===== config.mk =====
export PLATFORM = sky130hd
export DESIGN_NAME = pram_xfer_engine
export DESIGN_NICKNAME = d
export VERILOG_FILES = /design/src/hdl/pram_xfer_pkg.sv /design/src/hdl/pram_xfer_engine.sv
export SDC_FILE = /design/constraint.sdc
export NUM_CORES = 2
export LEC_CHECK = 0
export BUFFER_PORTS_ARGS = -buffer_cell sky130_fd_sc_hd__buf_2
export CAP_MARGIN = 10
export CORE_MARGIN = 2
export CORE_UTILIZATION = 44
export DETAILED_ROUTE_END_ITERATION = 7
export PLACE_DENSITY = 0.59
export SLEW_MARGIN = 15
export SYNTH_ARGS = -nofsm -noshare
export SYNTH_HDL_FRONTEND = slang
export SYNTH_SLANG_ARGS = --single-unit

===== constraint.sdc =====
create_clock -name REF_CLK -period 3.5 [get_ports REF_CLK]
set_clock_uncertainty 0.15 [all_clocks]
set_input_delay 1.05 -clock REF_CLK [delete_from_list [all_inputs] [get_ports REF_CLK]]
set_output_delay 1.05 -clock REF_CLK [all_outputs]
set_load 0.03 [all_outputs]

===== src/hdl/pram_xfer_pkg.sv =====
// constants and carrier types for the process ram transfer engine
package pram_xfer_pkg;

   // -------------------------------------------------------------
   // widths and fifo geometry
   // -------------------------------------------------------------
   localparam int unsigned ADDR_W     = 16;
   localparam int unsigned DATA_W     = 32;
   localparam int unsigned BYTE_W     = 8;
   localparam int unsigned PTR_W      = 4;
   localparam int unsigned CNT_W      = 5;
   localparam int unsigned IRQ_W      = 2;
   localparam logic [CNT_W-1:0] FIFO_DEPTH = 5'h10;
   localparam logic [CNT_W-1:0] CNT_ZERO   = 5'h00;

   // -------------------------------------------------------------
   // register offsets (byte addresses)
   // -------------------------------------------------------------
   localparam logic [ADDR_W-1:0] OFS_RD_DATA     = 16'h0000;
   localparam logic [ADDR_W-1:0] OFS_WR_DATA     = 16'h0020;
   localparam logic [ADDR_W-1:0] OFS_RD_ADDR_LEN = 16'h0308;
   localparam logic [ADDR_W-1:0] OFS_RD_CMD      = 16'h030C;
   localparam logic [ADDR_W-1:0] OFS_WR_ADDR_LEN = 16'h0310;
   localparam logic [ADDR_W-1:0] OFS_WR_CMD      = 16'h0314;
   localparam logic [ADDR_W-1:0] OFS_IRQ_STATUS  = 16'h0320;
   localparam logic [ADDR_W-1:0] OFS_IRQ_CLEAR   = 16'h0324;
   localparam logic [ADDR_W-1:0] OFS_IRQ_ENABLE  = 16'h0328;

   // -------------------------------------------------------------
   // field positions and reset values
   // -------------------------------------------------------------
   localparam int unsigned BUSY_BIT  = 31;
   localparam int unsigned ABORT_BIT = 30;
   localparam int unsigned CNT_LSB   = 8;
   localparam int unsigned AVAIL_BIT = 0;
   localparam int unsigned IRQ_RD_DONE = 0;
   localparam int unsigned IRQ_WR_DONE = 1;
   localparam logic [1:0] LANE_LAST = 2'h3;
   localparam logic [1:0] LANE_ZERO = 2'h0;
   localparam logic [ADDR_W-1:0] ONE16  = 16'h0001;
   localparam logic [ADDR_W-1:0] ZERO16 = 16'h0000;
   localparam logic [DATA_W-1:0] ZERO32 = 32'h0000_0000;
   localparam logic [IRQ_W-1:0]  IRQ_NONE = 2'h0;

   // -------------------------------------------------------------
   // carrier types
   // -------------------------------------------------------------
   typedef struct packed {
      logic [ADDR_W-1:0] len;
      logic [ADDR_W-1:0] addr;
   } addr_len_t;

   typedef struct packed {
      logic              rd;
      logic              wr;
      logic [ADDR_W-1:0] addr;
      logic [BYTE_W-1:0] wdata;
   } core_req_t;

   localparam core_req_t CORE_IDLE = '{rd: 1'b0, wr: 1'b0,
                                       addr: 16'h0000, wdata: 8'h00};
   localparam addr_len_t AL_RESET  = '{len: 16'h0000, addr: 16'h0000};

endpackage : pram_xfer_pkg


===== src/hdl/pram_xfer_engine.sv =====
// process ram transfer engine: host registers, read and write fifos
// Summary of operation
// - writing busy starts read; self-clears when done
// - abort cancels read, resets fifo and status
// - read word count tracks words held in read fifo; write count shows free words
// - read data-available flag set while read fifo nonempty; write flag set while write fifo not full
// - write length decrements per byte written
// - write address increments per byte written
// - read length decrements, address increments per byte
// - writing write busy starts write; self-clears
`timescale 1ns/1ps
module pram_xfer_engine (
   input  wire logic                                REF_CLK,
   input  wire logic                                RST_N,
   input  wire logic [pram_xfer_pkg::ADDR_W-1:0]    REG_ADDR,
   input  wire logic [pram_xfer_pkg::DATA_W-1:0]    REG_WDATA,
   input  wire logic                                REG_WR,
   input  wire logic                                REG_RD,
   output logic      [pram_xfer_pkg::DATA_W-1:0]    REG_RDATA,
   output pram_xfer_pkg::core_req_t                 CORE_REQ,
   input  wire logic [pram_xfer_pkg::BYTE_W-1:0]    CORE_RDATA,
   output logic                                     IRQ
);

   // ----------------------------------------------------------------
   // helpers
   // ----------------------------------------------------------------
   function automatic logic [pram_xfer_pkg::PTR_W-1:0] ptr_inc(
      input logic [pram_xfer_pkg::PTR_W-1:0] p);
      ptr_inc = p + 4'h1;
   endfunction : ptr_inc

   function automatic logic reg_hit(input logic [15:0] ofs);
      reg_hit = (REG_ADDR == ofs);
   endfunction : reg_hit

   // ----------------------------------------------------------------
   // declarations
   // ----------------------------------------------------------------
   pram_xfer_pkg::addr_len_t rd_al;
   pram_xfer_pkg::addr_len_t wr_al;
   logic                     rd_busy;
   logic                     rd_pend;
   logic [1:0]               rd_lane;
   logic [31:0]              rd_word;
   logic [31:0]              next_rd_word;
   logic [31:0]              rd_mem [16];
   logic [3:0]               rd_wp, rd_rp;
   logic [4:0]               rd_cnt;
   logic                     wr_busy;
   logic                     wr_have;
   logic [1:0]               wr_lane;
   logic [31:0]              wr_word;
   logic [31:0]              wr_mem [16];
   logic [3:0]               wr_wp, wr_rp;
   logic [4:0]               wr_cnt;
   logic [4:0]               wr_space;
   logic [1:0]               irq_status, irq_enable, irq_event;
   logic [31:0]              next_rdata;
   logic                     rd_start, rd_abort, wr_start, wr_abort;
   logic                     issue_rd, push_rd, pop_rd, rd_done;
   logic                     issue_wr, load_wr, push_wr, wr_done;

   // ----------------------------------------------------------------
   // command decode
   // ----------------------------------------------------------------
   assign rd_abort = REG_WR && reg_hit(pram_xfer_pkg::OFS_RD_CMD)
                     && REG_WDATA[pram_xfer_pkg::ABORT_BIT];
   assign rd_start = REG_WR && reg_hit(pram_xfer_pkg::OFS_RD_CMD)
                     && REG_WDATA[pram_xfer_pkg::BUSY_BIT]
                     && !rd_busy && !rd_abort;
   assign wr_abort = REG_WR && reg_hit(pram_xfer_pkg::OFS_WR_CMD)
                     && REG_WDATA[pram_xfer_pkg::ABORT_BIT];
   assign wr_start = REG_WR && reg_hit(pram_xfer_pkg::OFS_WR_CMD)
                     && REG_WDATA[pram_xfer_pkg::BUSY_BIT]
                     && !wr_busy && !wr_abort;

   // ----------------------------------------------------------------
   // read engine
   // ----------------------------------------------------------------
   // one byte in flight at a time; only fetch while the fifo has room
   assign issue_rd = rd_busy && !rd_abort && !rd_pend
                     && (rd_al.len != pram_xfer_pkg::ZERO16)
                     && (rd_cnt != pram_xfer_pkg::FIFO_DEPTH);
   assign push_rd  = rd_pend && !rd_abort
                     && ((rd_lane == pram_xfer_pkg::LANE_LAST)
                     || (rd_al.len == pram_xfer_pkg::ZERO16));
   assign pop_rd   = REG_RD && reg_hit(pram_xfer_pkg::OFS_RD_DATA)
                     && (rd_cnt != pram_xfer_pkg::CNT_ZERO);
   assign rd_done  = rd_busy && !rd_abort && !rd_pend
                     && (rd_al.len == pram_xfer_pkg::ZERO16);

   always_comb begin
      next_rd_word = rd_word;
      next_rd_word[{rd_lane, 3'b000} +: 8] = CORE_RDATA;
   end

   always_ff @(posedge REF_CLK or negedge RST_N) begin
      if (!RST_N) begin
         rd_busy <= 1'b0;
      end else if (rd_abort || rd_done) begin
         rd_busy <= 1'b0;
      end else if (rd_start) begin
         rd_busy <= 1'b1;
      end
   end

   always_ff @(posedge REF_CLK or negedge RST_N) begin
      if (!RST_N) begin
         rd_al <= pram_xfer_pkg::AL_RESET;
      end else if (REG_WR && reg_hit(pram_xfer_pkg::OFS_RD_ADDR_LEN)) begin
         rd_al <= REG_WDATA;
      end else if (issue_rd) begin
         rd_al.len  <= rd_al.len - pram_xfer_pkg::ONE16;
         rd_al.addr <= rd_al.addr + pram_xfer_pkg::ONE16;
      end
   end

   always_ff @(posedge REF_CLK or negedge RST_N) begin
      if (!RST_N) begin
         rd_pend <= 1'b0;
         rd_lane <= pram_xfer_pkg::LANE_ZERO;
         rd_word <= pram_xfer_pkg::ZERO32;
      end else if (rd_abort) begin
         rd_pend <= 1'b0;
         rd_lane <= pram_xfer_pkg::LANE_ZERO;
         rd_word <= pram_xfer_pkg::ZERO32;
      end else begin
         rd_pend <= issue_rd;
         if (push_rd) begin
            rd_lane <= pram_xfer_pkg::LANE_ZERO;
            rd_word <= pram_xfer_pkg::ZERO32;
         end else if (rd_pend) begin
            rd_lane <= rd_lane + 2'h1;
            rd_word <= next_rd_word;
         end
      end
   end

   always_ff @(posedge REF_CLK) begin
      if (push_rd) begin
         rd_mem[rd_wp] <= next_rd_word;
      end
   end

   always_ff @(posedge REF_CLK or negedge RST_N) begin
      if (!RST_N) begin
         rd_wp  <= 4'h0;
         rd_rp  <= 4'h0;
         rd_cnt <= pram_xfer_pkg::CNT_ZERO;
      end else if (rd_abort) begin
         rd_wp  <= 4'h0;
         rd_rp  <= 4'h0;
         rd_cnt <= pram_xfer_pkg::CNT_ZERO;
      end else begin
         if (push_rd) begin
            rd_wp <= ptr_inc(rd_wp);
         end
         if (pop_rd) begin
            rd_rp <= ptr_inc(rd_rp);
         end
         if (push_rd && !pop_rd) begin
            rd_cnt <= rd_cnt + 5'h01;
         end else if (pop_rd && !push_rd) begin
            rd_cnt <= rd_cnt - 5'h01;
         end
      end
   end

   // ----------------------------------------------------------------
   // write engine
   // ----------------------------------------------------------------
   // reads get the core port first; a write byte waits one cycle
   assign load_wr  = wr_busy && !wr_abort && !wr_have
                     && (wr_al.len != pram_xfer_pkg::ZERO16)
                     && (wr_cnt != pram_xfer_pkg::CNT_ZERO);
   assign issue_wr = wr_busy && !wr_abort && wr_have && !issue_rd
                     && (wr_al.len != pram_xfer_pkg::ZERO16);
   assign push_wr  = REG_WR && reg_hit(pram_xfer_pkg::OFS_WR_DATA)
                     && (wr_cnt != pram_xfer_pkg::FIFO_DEPTH);
   assign wr_done  = wr_busy && !wr_abort
                     && (wr_al.len == pram_xfer_pkg::ZERO16);
   assign wr_space = pram_xfer_pkg::FIFO_DEPTH - wr_cnt;

   always_ff @(posedge REF_CLK or negedge RST_N) begin
      if (!RST_N) begin
         wr_busy <= 1'b0;
      end else if (wr_abort || wr_done) begin
         wr_busy <= 1'b0;
      end else if (wr_start) begin
         wr_busy <= 1'b1;
      end
   end

   always_ff @(posedge REF_CLK or negedge RST_N) begin
      if (!RST_N) begin
         wr_al <= pram_xfer_pkg::AL_RESET;
      end else if (REG_WR && reg_hit(pram_xfer_pkg::OFS_WR_ADDR_LEN)) begin
         wr_al <= REG_WDATA;
      end else if (issue_wr) begin
         wr_al.len  <= wr_al.len - pram_xfer_pkg::ONE16;
         wr_al.addr <= wr_al.addr + pram_xfer_pkg::ONE16;
      end
   end

   always_ff @(posedge REF_CLK or negedge RST_N) begin
      if (!RST_N) begin
         wr_have <= 1'b0;
         wr_lane <= pram_xfer_pkg::LANE_ZERO;
         wr_word <= pram_xfer_pkg::ZERO32;
      end else if (wr_abort) begin
         wr_have <= 1'b0;
         wr_lane <= pram_xfer_pkg::LANE_ZERO;
      end else if (load_wr) begin
         wr_have <= 1'b1;
         wr_lane <= pram_xfer_pkg::LANE_ZERO;
         wr_word <= wr_mem[wr_rp];
      end else if (issue_wr) begin
         wr_lane <= wr_lane + 2'h1;
         if ((wr_lane == pram_xfer_pkg::LANE_LAST)
             || (wr_al.len == pram_xfer_pkg::ONE16)) begin
            wr_have <= 1'b0;
         end
      end
   end

   always_ff @(posedge REF_CLK) begin
      if (push_wr) begin
         wr_mem[wr_wp] <= REG_WDATA;
      end
   end

   always_ff @(posedge REF_CLK or negedge RST_N) begin
      if (!RST_N) begin
         wr_wp  <= 4'h0;
         wr_rp  <= 4'h0;
         wr_cnt <= pram_xfer_pkg::CNT_ZERO;
      end else if (wr_abort) begin
         wr_wp  <= 4'h0;
         wr_rp  <= 4'h0;
         wr_cnt <= pram_xfer_pkg::CNT_ZERO;
      end else begin
         if (push_wr) begin
            wr_wp <= ptr_inc(wr_wp);
         end
         if (load_wr) begin
            wr_rp <= ptr_inc(wr_rp);
         end
         if (push_wr && !load_wr) begin
            wr_cnt <= wr_cnt + 5'h01;
         end else if (load_wr && !push_wr) begin
            wr_cnt <= wr_cnt - 5'h01;
         end
      end
   end

   // ----------------------------------------------------------------
   // core port
   // ----------------------------------------------------------------
   always_ff @(posedge REF_CLK or negedge RST_N) begin
      if (!RST_N) begin
         CORE_REQ <= pram_xfer_pkg::CORE_IDLE;
      end else begin
         CORE_REQ.rd    <= issue_rd;
         CORE_REQ.wr    <= issue_wr;
         CORE_REQ.addr  <= issue_rd ? rd_al.addr : wr_al.addr;
         CORE_REQ.wdata <= wr_word[{wr_lane, 3'b000} +: 8];
      end
   end

   // ----------------------------------------------------------------
   // interrupts
   // ----------------------------------------------------------------
   assign irq_event = {wr_done, rd_done};

   always_ff @(posedge REF_CLK or negedge RST_N) begin
      if (!RST_N) begin
         irq_status <= pram_xfer_pkg::IRQ_NONE;
         irq_enable <= pram_xfer_pkg::IRQ_NONE;
      end else begin
         // a new event wins over a clear in the same cycle
         if (REG_WR && reg_hit(pram_xfer_pkg::OFS_IRQ_CLEAR)) begin
            irq_status <= (irq_status & ~REG_WDATA[1:0]) | irq_event;
         end else begin
            irq_status <= irq_status | irq_event;
         end
         if (REG_WR && reg_hit(pram_xfer_pkg::OFS_IRQ_ENABLE)) begin
            irq_enable <= REG_WDATA[1:0];
         end
      end
   end

   assign IRQ = |(irq_status & irq_enable);

   // ----------------------------------------------------------------
   // register read
   // ----------------------------------------------------------------
   always_comb begin
      next_rdata = pram_xfer_pkg::ZERO32;
      if (reg_hit(pram_xfer_pkg::OFS_RD_DATA)) begin
         next_rdata = pop_rd ? rd_mem[rd_rp] : pram_xfer_pkg::ZERO32;
      end else if (reg_hit(pram_xfer_pkg::OFS_RD_ADDR_LEN)) begin
         next_rdata = rd_al;
      end else if (reg_hit(pram_xfer_pkg::OFS_RD_CMD)) begin
         next_rdata[pram_xfer_pkg::BUSY_BIT] = rd_busy;
         next_rdata[pram_xfer_pkg::CNT_LSB +: 5] = rd_cnt;
         next_rdata[pram_xfer_pkg::AVAIL_BIT] =
            (rd_cnt != pram_xfer_pkg::CNT_ZERO);
      end else if (reg_hit(pram_xfer_pkg::OFS_WR_ADDR_LEN)) begin
         next_rdata = wr_al;
      end else if (reg_hit(pram_xfer_pkg::OFS_WR_CMD)) begin
         next_rdata[pram_xfer_pkg::BUSY_BIT] = wr_busy;
         next_rdata[pram_xfer_pkg::CNT_LSB +: 5] = wr_space;
         next_rdata[pram_xfer_pkg::AVAIL_BIT] =
            (wr_space != pram_xfer_pkg::CNT_ZERO);
      end else if (reg_hit(pram_xfer_pkg::OFS_IRQ_STATUS)) begin
         next_rdata[1:0] = irq_status;
      end else if (reg_hit(pram_xfer_pkg::OFS_IRQ_ENABLE)) begin
         next_rdata[1:0] = irq_enable;
      end
   end

   always_ff @(posedge REF_CLK or negedge RST_N) begin
      if (!RST_N) begin
         REG_RDATA <= pram_xfer_pkg::ZERO32;
      end else if (REG_RD) begin
         REG_RDATA <= next_rdata;
      end else begin
         REG_RDATA <= pram_xfer_pkg::ZERO32;
      end
   end

endmodule : pram_xfer_engine


After elaboration in Yosys (flattened, before gate mapping)
Memory sizes are Yosys's and may differ from the RTL's. A register that Yosys moved wholly into a read port is not among the register bits.
Cells that the tools add are included.
- flip-flop bits (word level): 192
- bits in writable memories: 1024
- output and inout port bits: 59
- memories: 2
- memory list (name ; words ; width ; rd ports ; clocked after memory_dff ; wr ports ; line ; source):
    rd_mem ; 16 ; 32 ; 1 ; 0 ; 1 ; pram_xfer_engine.sv:47 ; logic [31:0] rd_mem [16];
    wr_mem ; 16 ; 32 ; 1 ; 1 ; 1 ; pram_xfer_engine.sv:54 ; logic [31:0] wr_mem [16];
- add/subtract/negate cells: 16
- equal/unequal tests: 13
- shifts and indexed selects: 3
- multiplexer cells: 63
- bitwise operators: 6
- reduce and logical (&&, ||, !) cells: 77
- operators by type and width (cell ; count):
    $mux 32 ; 11
    $eq 16x10->1 const B ; 7
    $logic_not 16->1 ; 3
    $mux 5 ; 9
    $logic_and 1x1->1 ; 37
    $mux 18 ; 2
    $add 16x1->16 const B ; 2
    $bwmux 32 ; 1
    $mux 4 ; 8
    $reduce_bool 16->1 ; 2
    $shift 8x7->32 const A ; 1
    $shiftx 32x6->8 ; 1
    $shiftx 8x7->32 ; 1
    $sub 16x1->16 const B ; 2
    $mux 2 ; 10
    $mux 1 ; 19
    $add 4x1->4 const B ; 4
    $eq 16x1->1 const B ; 1
    $eq 16x6->1 const B ; 1
    $mux 16 ; 1
    $reduce_bool 2->1 ; 8
    $reduce_bool 3->1 ; 5
    $reduce_bool 5->1 ; 3
    $logic_not 1->1 ; 12
    other kinds (16) ; 27

Depth between registers and ports, before layout
- depth after elaboration: 14
- gate-level depth with buffers: 16
- gate-level depth less buffers: 14

Worst setup path after synthesis
Ideal clock, no wire load.
- kind: input to register
- start point: input REG_ADDR[3] (netlist bit)
- end point: register wr_cnt[4]
- library setup time: 0.082 ns
- arrival: 4.288 ns
- setup slack: -1.020 ns
- cell stages on the path: 15
- path through: buf_2 > or4_1 > or3_1 > clkbuf_1 > or3_1 > buf_2 > a21oi_2 > inv_1 > fa_1 > a21o_1 > a21oi_1 > nand2_1 > o21ai_0 > a21oi_1 > o22ai_1
- word-level cells in the longest chain between the ends: 12
- elaborated cells between the ends (all ways): 18
- RTL lines (element ; line ; source):
    start, declared ; pram_xfer_engine.sv:15 ; input wire logic [pram_xfer_pkg::ADDR_W-1:0] REG_ADDR,
    $eq 16x10->1 ; pram_xfer_engine.sv:34 ; reg_hit = (REG_ADDR == ofs);
    $logic_and 1x1->1 ; pram_xfer_engine.sv:72 ; assign wr_abort = REG_WR && reg_hit(pram_xfer_pkg::OFS_WR_CMD)
    $logic_and 1x1->1 ; pram_xfer_engine.sv:73 ; && REG_WDATA[pram_xfer_pkg::ABORT_BIT];
    $logic_not 1->1 ; pram_xfer_engine.sv:174 ; assign load_wr = wr_busy && !wr_abort && !wr_have
    $logic_and 1x1->1 (2 in a row) ; pram_xfer_engine.sv:174 ;
    $logic_and 1x1->1 ; pram_xfer_engine.sv:175 ; && (wr_al.len != pram_xfer_pkg::ZERO16)
    $logic_and 1x1->1 ; pram_xfer_engine.sv:176 ; && (wr_cnt != pram_xfer_pkg::CNT_ZERO);
    $logic_not 1->1 ; pram_xfer_engine.sv:249 ; if (push_wr && !load_wr) begin
    $logic_and 1x1->1 ; pram_xfer_engine.sv:249 ;
    $mux 5 ; pram_xfer_engine.sv:249 ;
    $mux 5 ; pram_xfer_engine.sv:238 ; end else if (wr_abort) begin
    end signal, assigned ; pram_xfer_engine.sv:237 ; wr_cnt <= pram_xfer_pkg::CNT_ZERO;
    end signal, assigned ; pram_xfer_engine.sv:241 ; wr_cnt <= pram_xfer_pkg::CNT_ZERO;
    end signal, assigned ; pram_xfer_engine.sv:250 ; wr_cnt <= wr_cnt + 5'h01;
    end, declared ; pram_xfer_engine.sv:56 ; logic [4:0] wr_cnt;
Several ways; a longest one is shown, not always the timed one.
A chain may end at the register's enable or synchronous reset.

Worst setup path in the final report
- start point: input REG_ADDR[12] (netlist bit)
- end point: register wr_cnt[4]
Same word-level chain as after synthesis.

==> impl_metrics.ini <==
[synthesis]
synth-seq-area-share = 0.724
postSynthNetCount = 2857
ys_seq_elements = 1248
synthTopCellsByCount = 1024 x edfxtp_1, 262 x mux4_2, 224 x dfrtp_1
yosys.area.top_type_share = 0.612
synth-edff-count = 1024
synth_top_flop_cell = edfxtp_1
synth_cells = 2763
yosysTopAreaCell = edfxtp_1
yosysMostFrequentCell = edfxtp_1
async_flop_share = 0.179
synth_area_um2 = 50200
synth_area_leaders = edfxtp_1 61%, mux4_2 12%, dfrtp_1 11%
synth.avg_cell_area_um2 = 18.2
synthDistinctLibCells = 76
synth_warnings = 0

[grt]
antenna_found_initial = 12
track_usage = 0.229
grt_pass1_wl_um = 194000
overflow = 0
grt_max_degree = 73
grt_pass1_vias = 28400

[routing]
wl_um = 132000
drc = 0
dr.pass1.iters = 5
vias_per_cell = 5.81
wire_per_inst_um = 27.7
drtAntennaViolNets = 0
vias = 27700
drt_iter0_markers = 2697

[floorplanning]
die_area_um2 = 117000
coreArea_um2 = 113000
die_y_um = 342
core.rowCount = 123
io_pins = 119
initial_core_util = 0.445
die_w_um = 342

[worst_hold_path]
worstHoldPathType = input pin to async pin

[power_and_ir_drop]
power.density_nw_per_um2 = 507
p_leak_nw = 21.2
ir_worst_vdd_uv = 522

[timing]
hold_ws_ns = 0.112
tightestPinTransition_ns = 1.18
max_freq_ghz = 0.292
slew_violations = 0
relSlewSlack = 0.205
period_share = 0.977
rsz0062_at_grt = true
finalCriticalPeriod_ns = 3.42
setup_viol = 0
hold_violations = 0

[cts]
cts_sinks = 1248
cts_tree = yes
cts_buffer_depth = 3
insertion_delay_ns = 0.76
root_buffer = clkbuf_16
htreeDepth = 4
numCtsBuffers = 134
cts.clk_slew.worst_paths_ns = 0.06

[worst_setup_path]
cp_max_fo = 5
worst_setup_path_start_kind = input pin
worstSetupStartpoint = REG_ADDR[12]
reg2reg_depth = 14
crit_required_ns = 4.01
worstSetupEndpoint = wr_cnt[4]
r2r-start = rd_al[22]
critPathKind = input pin to flop
r2r_setup_slack_ns = 0.10
timing.rr.end = rd_cnt[4]
cp-end-kind = flop
crit_arrival_ns = 3.93

[final_layout]
utilization = 0.531
drive_gt1_frac = 0.305
multiInputGateArea_um2 = 13200
final_nets = 3246
fillers = 8796
area_growth_pct = 19.3
regArea_um2 = 36400

[run_status]
status = complete, no violations

[placed_design]
gp_congestion = 0.853
dp_hpwl_um = 87400
io_buffers = 118

[run]
cap_violations = 0
-- report_power, final --
group	total (mW)	leakage (nW)	internal (mW)	switching, mW
clock	14.1	2.15	8.14	5.93
combinational	0.335	6.53	0.0640	0.271
sequential	16.0	12.6	16.0	0.00101
total	30.4	21.2	24.2	6.20
-- worst min-delay path by stage --
| stage | from | end | slack (ns) |
|---|---|---|---|
| after floorplan | irq_status[1] | irq_status[1] | 0.31 |
| after global placement | rd_word[21] | rd_word[21] | 0.34 |
| after detailed placement | wr_word[16] | wr_word[16] | 0.34 |
| after CTS | RST_N | wr_word[29] | 0.11 |
| after global routing | RST_N | wr_word[29] | 0.13 |
| final | RST_N | wr_word[29] | 0.11 |
-- registers in the layout (all words and copies together), names as in the netlist, 5 cells and up --
signal,count
wr_mem,512
wr_word,32
wr_cnt,5
REG_RDATA,32
rd_cnt,5
wr_al,32
rd_word,32
CORE_REQ,26
rd_al,32
rd_mem,512
-- through the flow --
step | setup WS [ns] | setup TNS, ns | std cells | area (um2) | power [mW]
after floorplan | -0.744 | -93.40 | 2763 | 50300 | 16.4
after global placement | -0.777 | -213.18 | 4505 | 55300 | 16.6
after detailed placement | -0.756 | -235.78 | 4505 | 55300 | 16.6
after CTS | 0.0135 | 0 | 4756 | 59800 | 30.7
after global routing | -0.00465 | -0.00465 | 4768 | 59900 | 31.3
final | 0.0808 | 0 | 4772 | 59900 | 30.4
-- worst max-delay path, cell delays in order --
cell and delay (ns):
buf_2 0.11, or4_4 0.53, or3_4 0.41, or3_4 0.41, a21oi_4 0.13, inv_2 0.08
fa_2 0.37, a21o_1 0.18, a21oi_2 0.20, nand2_1 0.08, o21ai_1 0.13, a21oi_1 0.08
o22ai_1 0.16
-- timing repair --
| action | CTS | global route |
|---|---|---|
| pin swaps | 1 | 12 |
| hold buffers | 0 | 0 |
| gates resized for setup | 5 | 10 |
| setup buffers | 1 | 10 |
| endpoints found under the setup margin | 1 | 3 |
-- kinds of logic (layout without fill, tap and decap cells) --
logic type | Yosys count | in the layout | share of synthesized area
adders and majority gates | 34 | 34 | 0.00877
other | 0 | 6 | 0
xor gates and xnor gates | 79 | 79 | 0.0138
DFF | 1248 | 1248 | 0.724
AOI/OAI and AO/OA | 340 | 340 | 0.0467
and+or+nand+nor | 464 | 464 | 0.0454
muxes | 393 | 393 | 0.144
buffers and inverters | 205 | 708 | 0.0167
-- layout by cell type, fill, tap and decap left out, drive strengths merged, types with 25 or more instances in the layout --
cell,n
dfrtp,224
clkbuf,170
clkinv,54
inv,67
buf,398
o22ai,25
xnor2,39
o21ai,75
nand3,29
a21oi,73
o221ai,44
and2,33
nand2,188
mux2i,97
a22o,85
nor3,34
mux2,34
ha,32
edfxtp,1024
nor2,91
xor2,40
mux4,262
-- final cells by class --
type                       count  area share
timing repair buffer         398      0.0631
sequential                  1248       0.607
tap                         1500      0.0313
inverter                      60     0.00376
multi-input combinational   1310       0.221
clock buffer                 170      0.0602
clock inverter                80      0.0136
antenna                        6    0.000251
-- layer usage --
layer  wire [um]  share of wire  vias up  track usage
met4        3550          0.027        6       0.0688
met2       62900           0.48     1069        0.362
met1       57000           0.43    14600        0.328
li1            -              -    11800            -
met3        8850          0.067      190       0.0383
met5          40        0.00030        -            0
(Power assumes the default switching activity.)
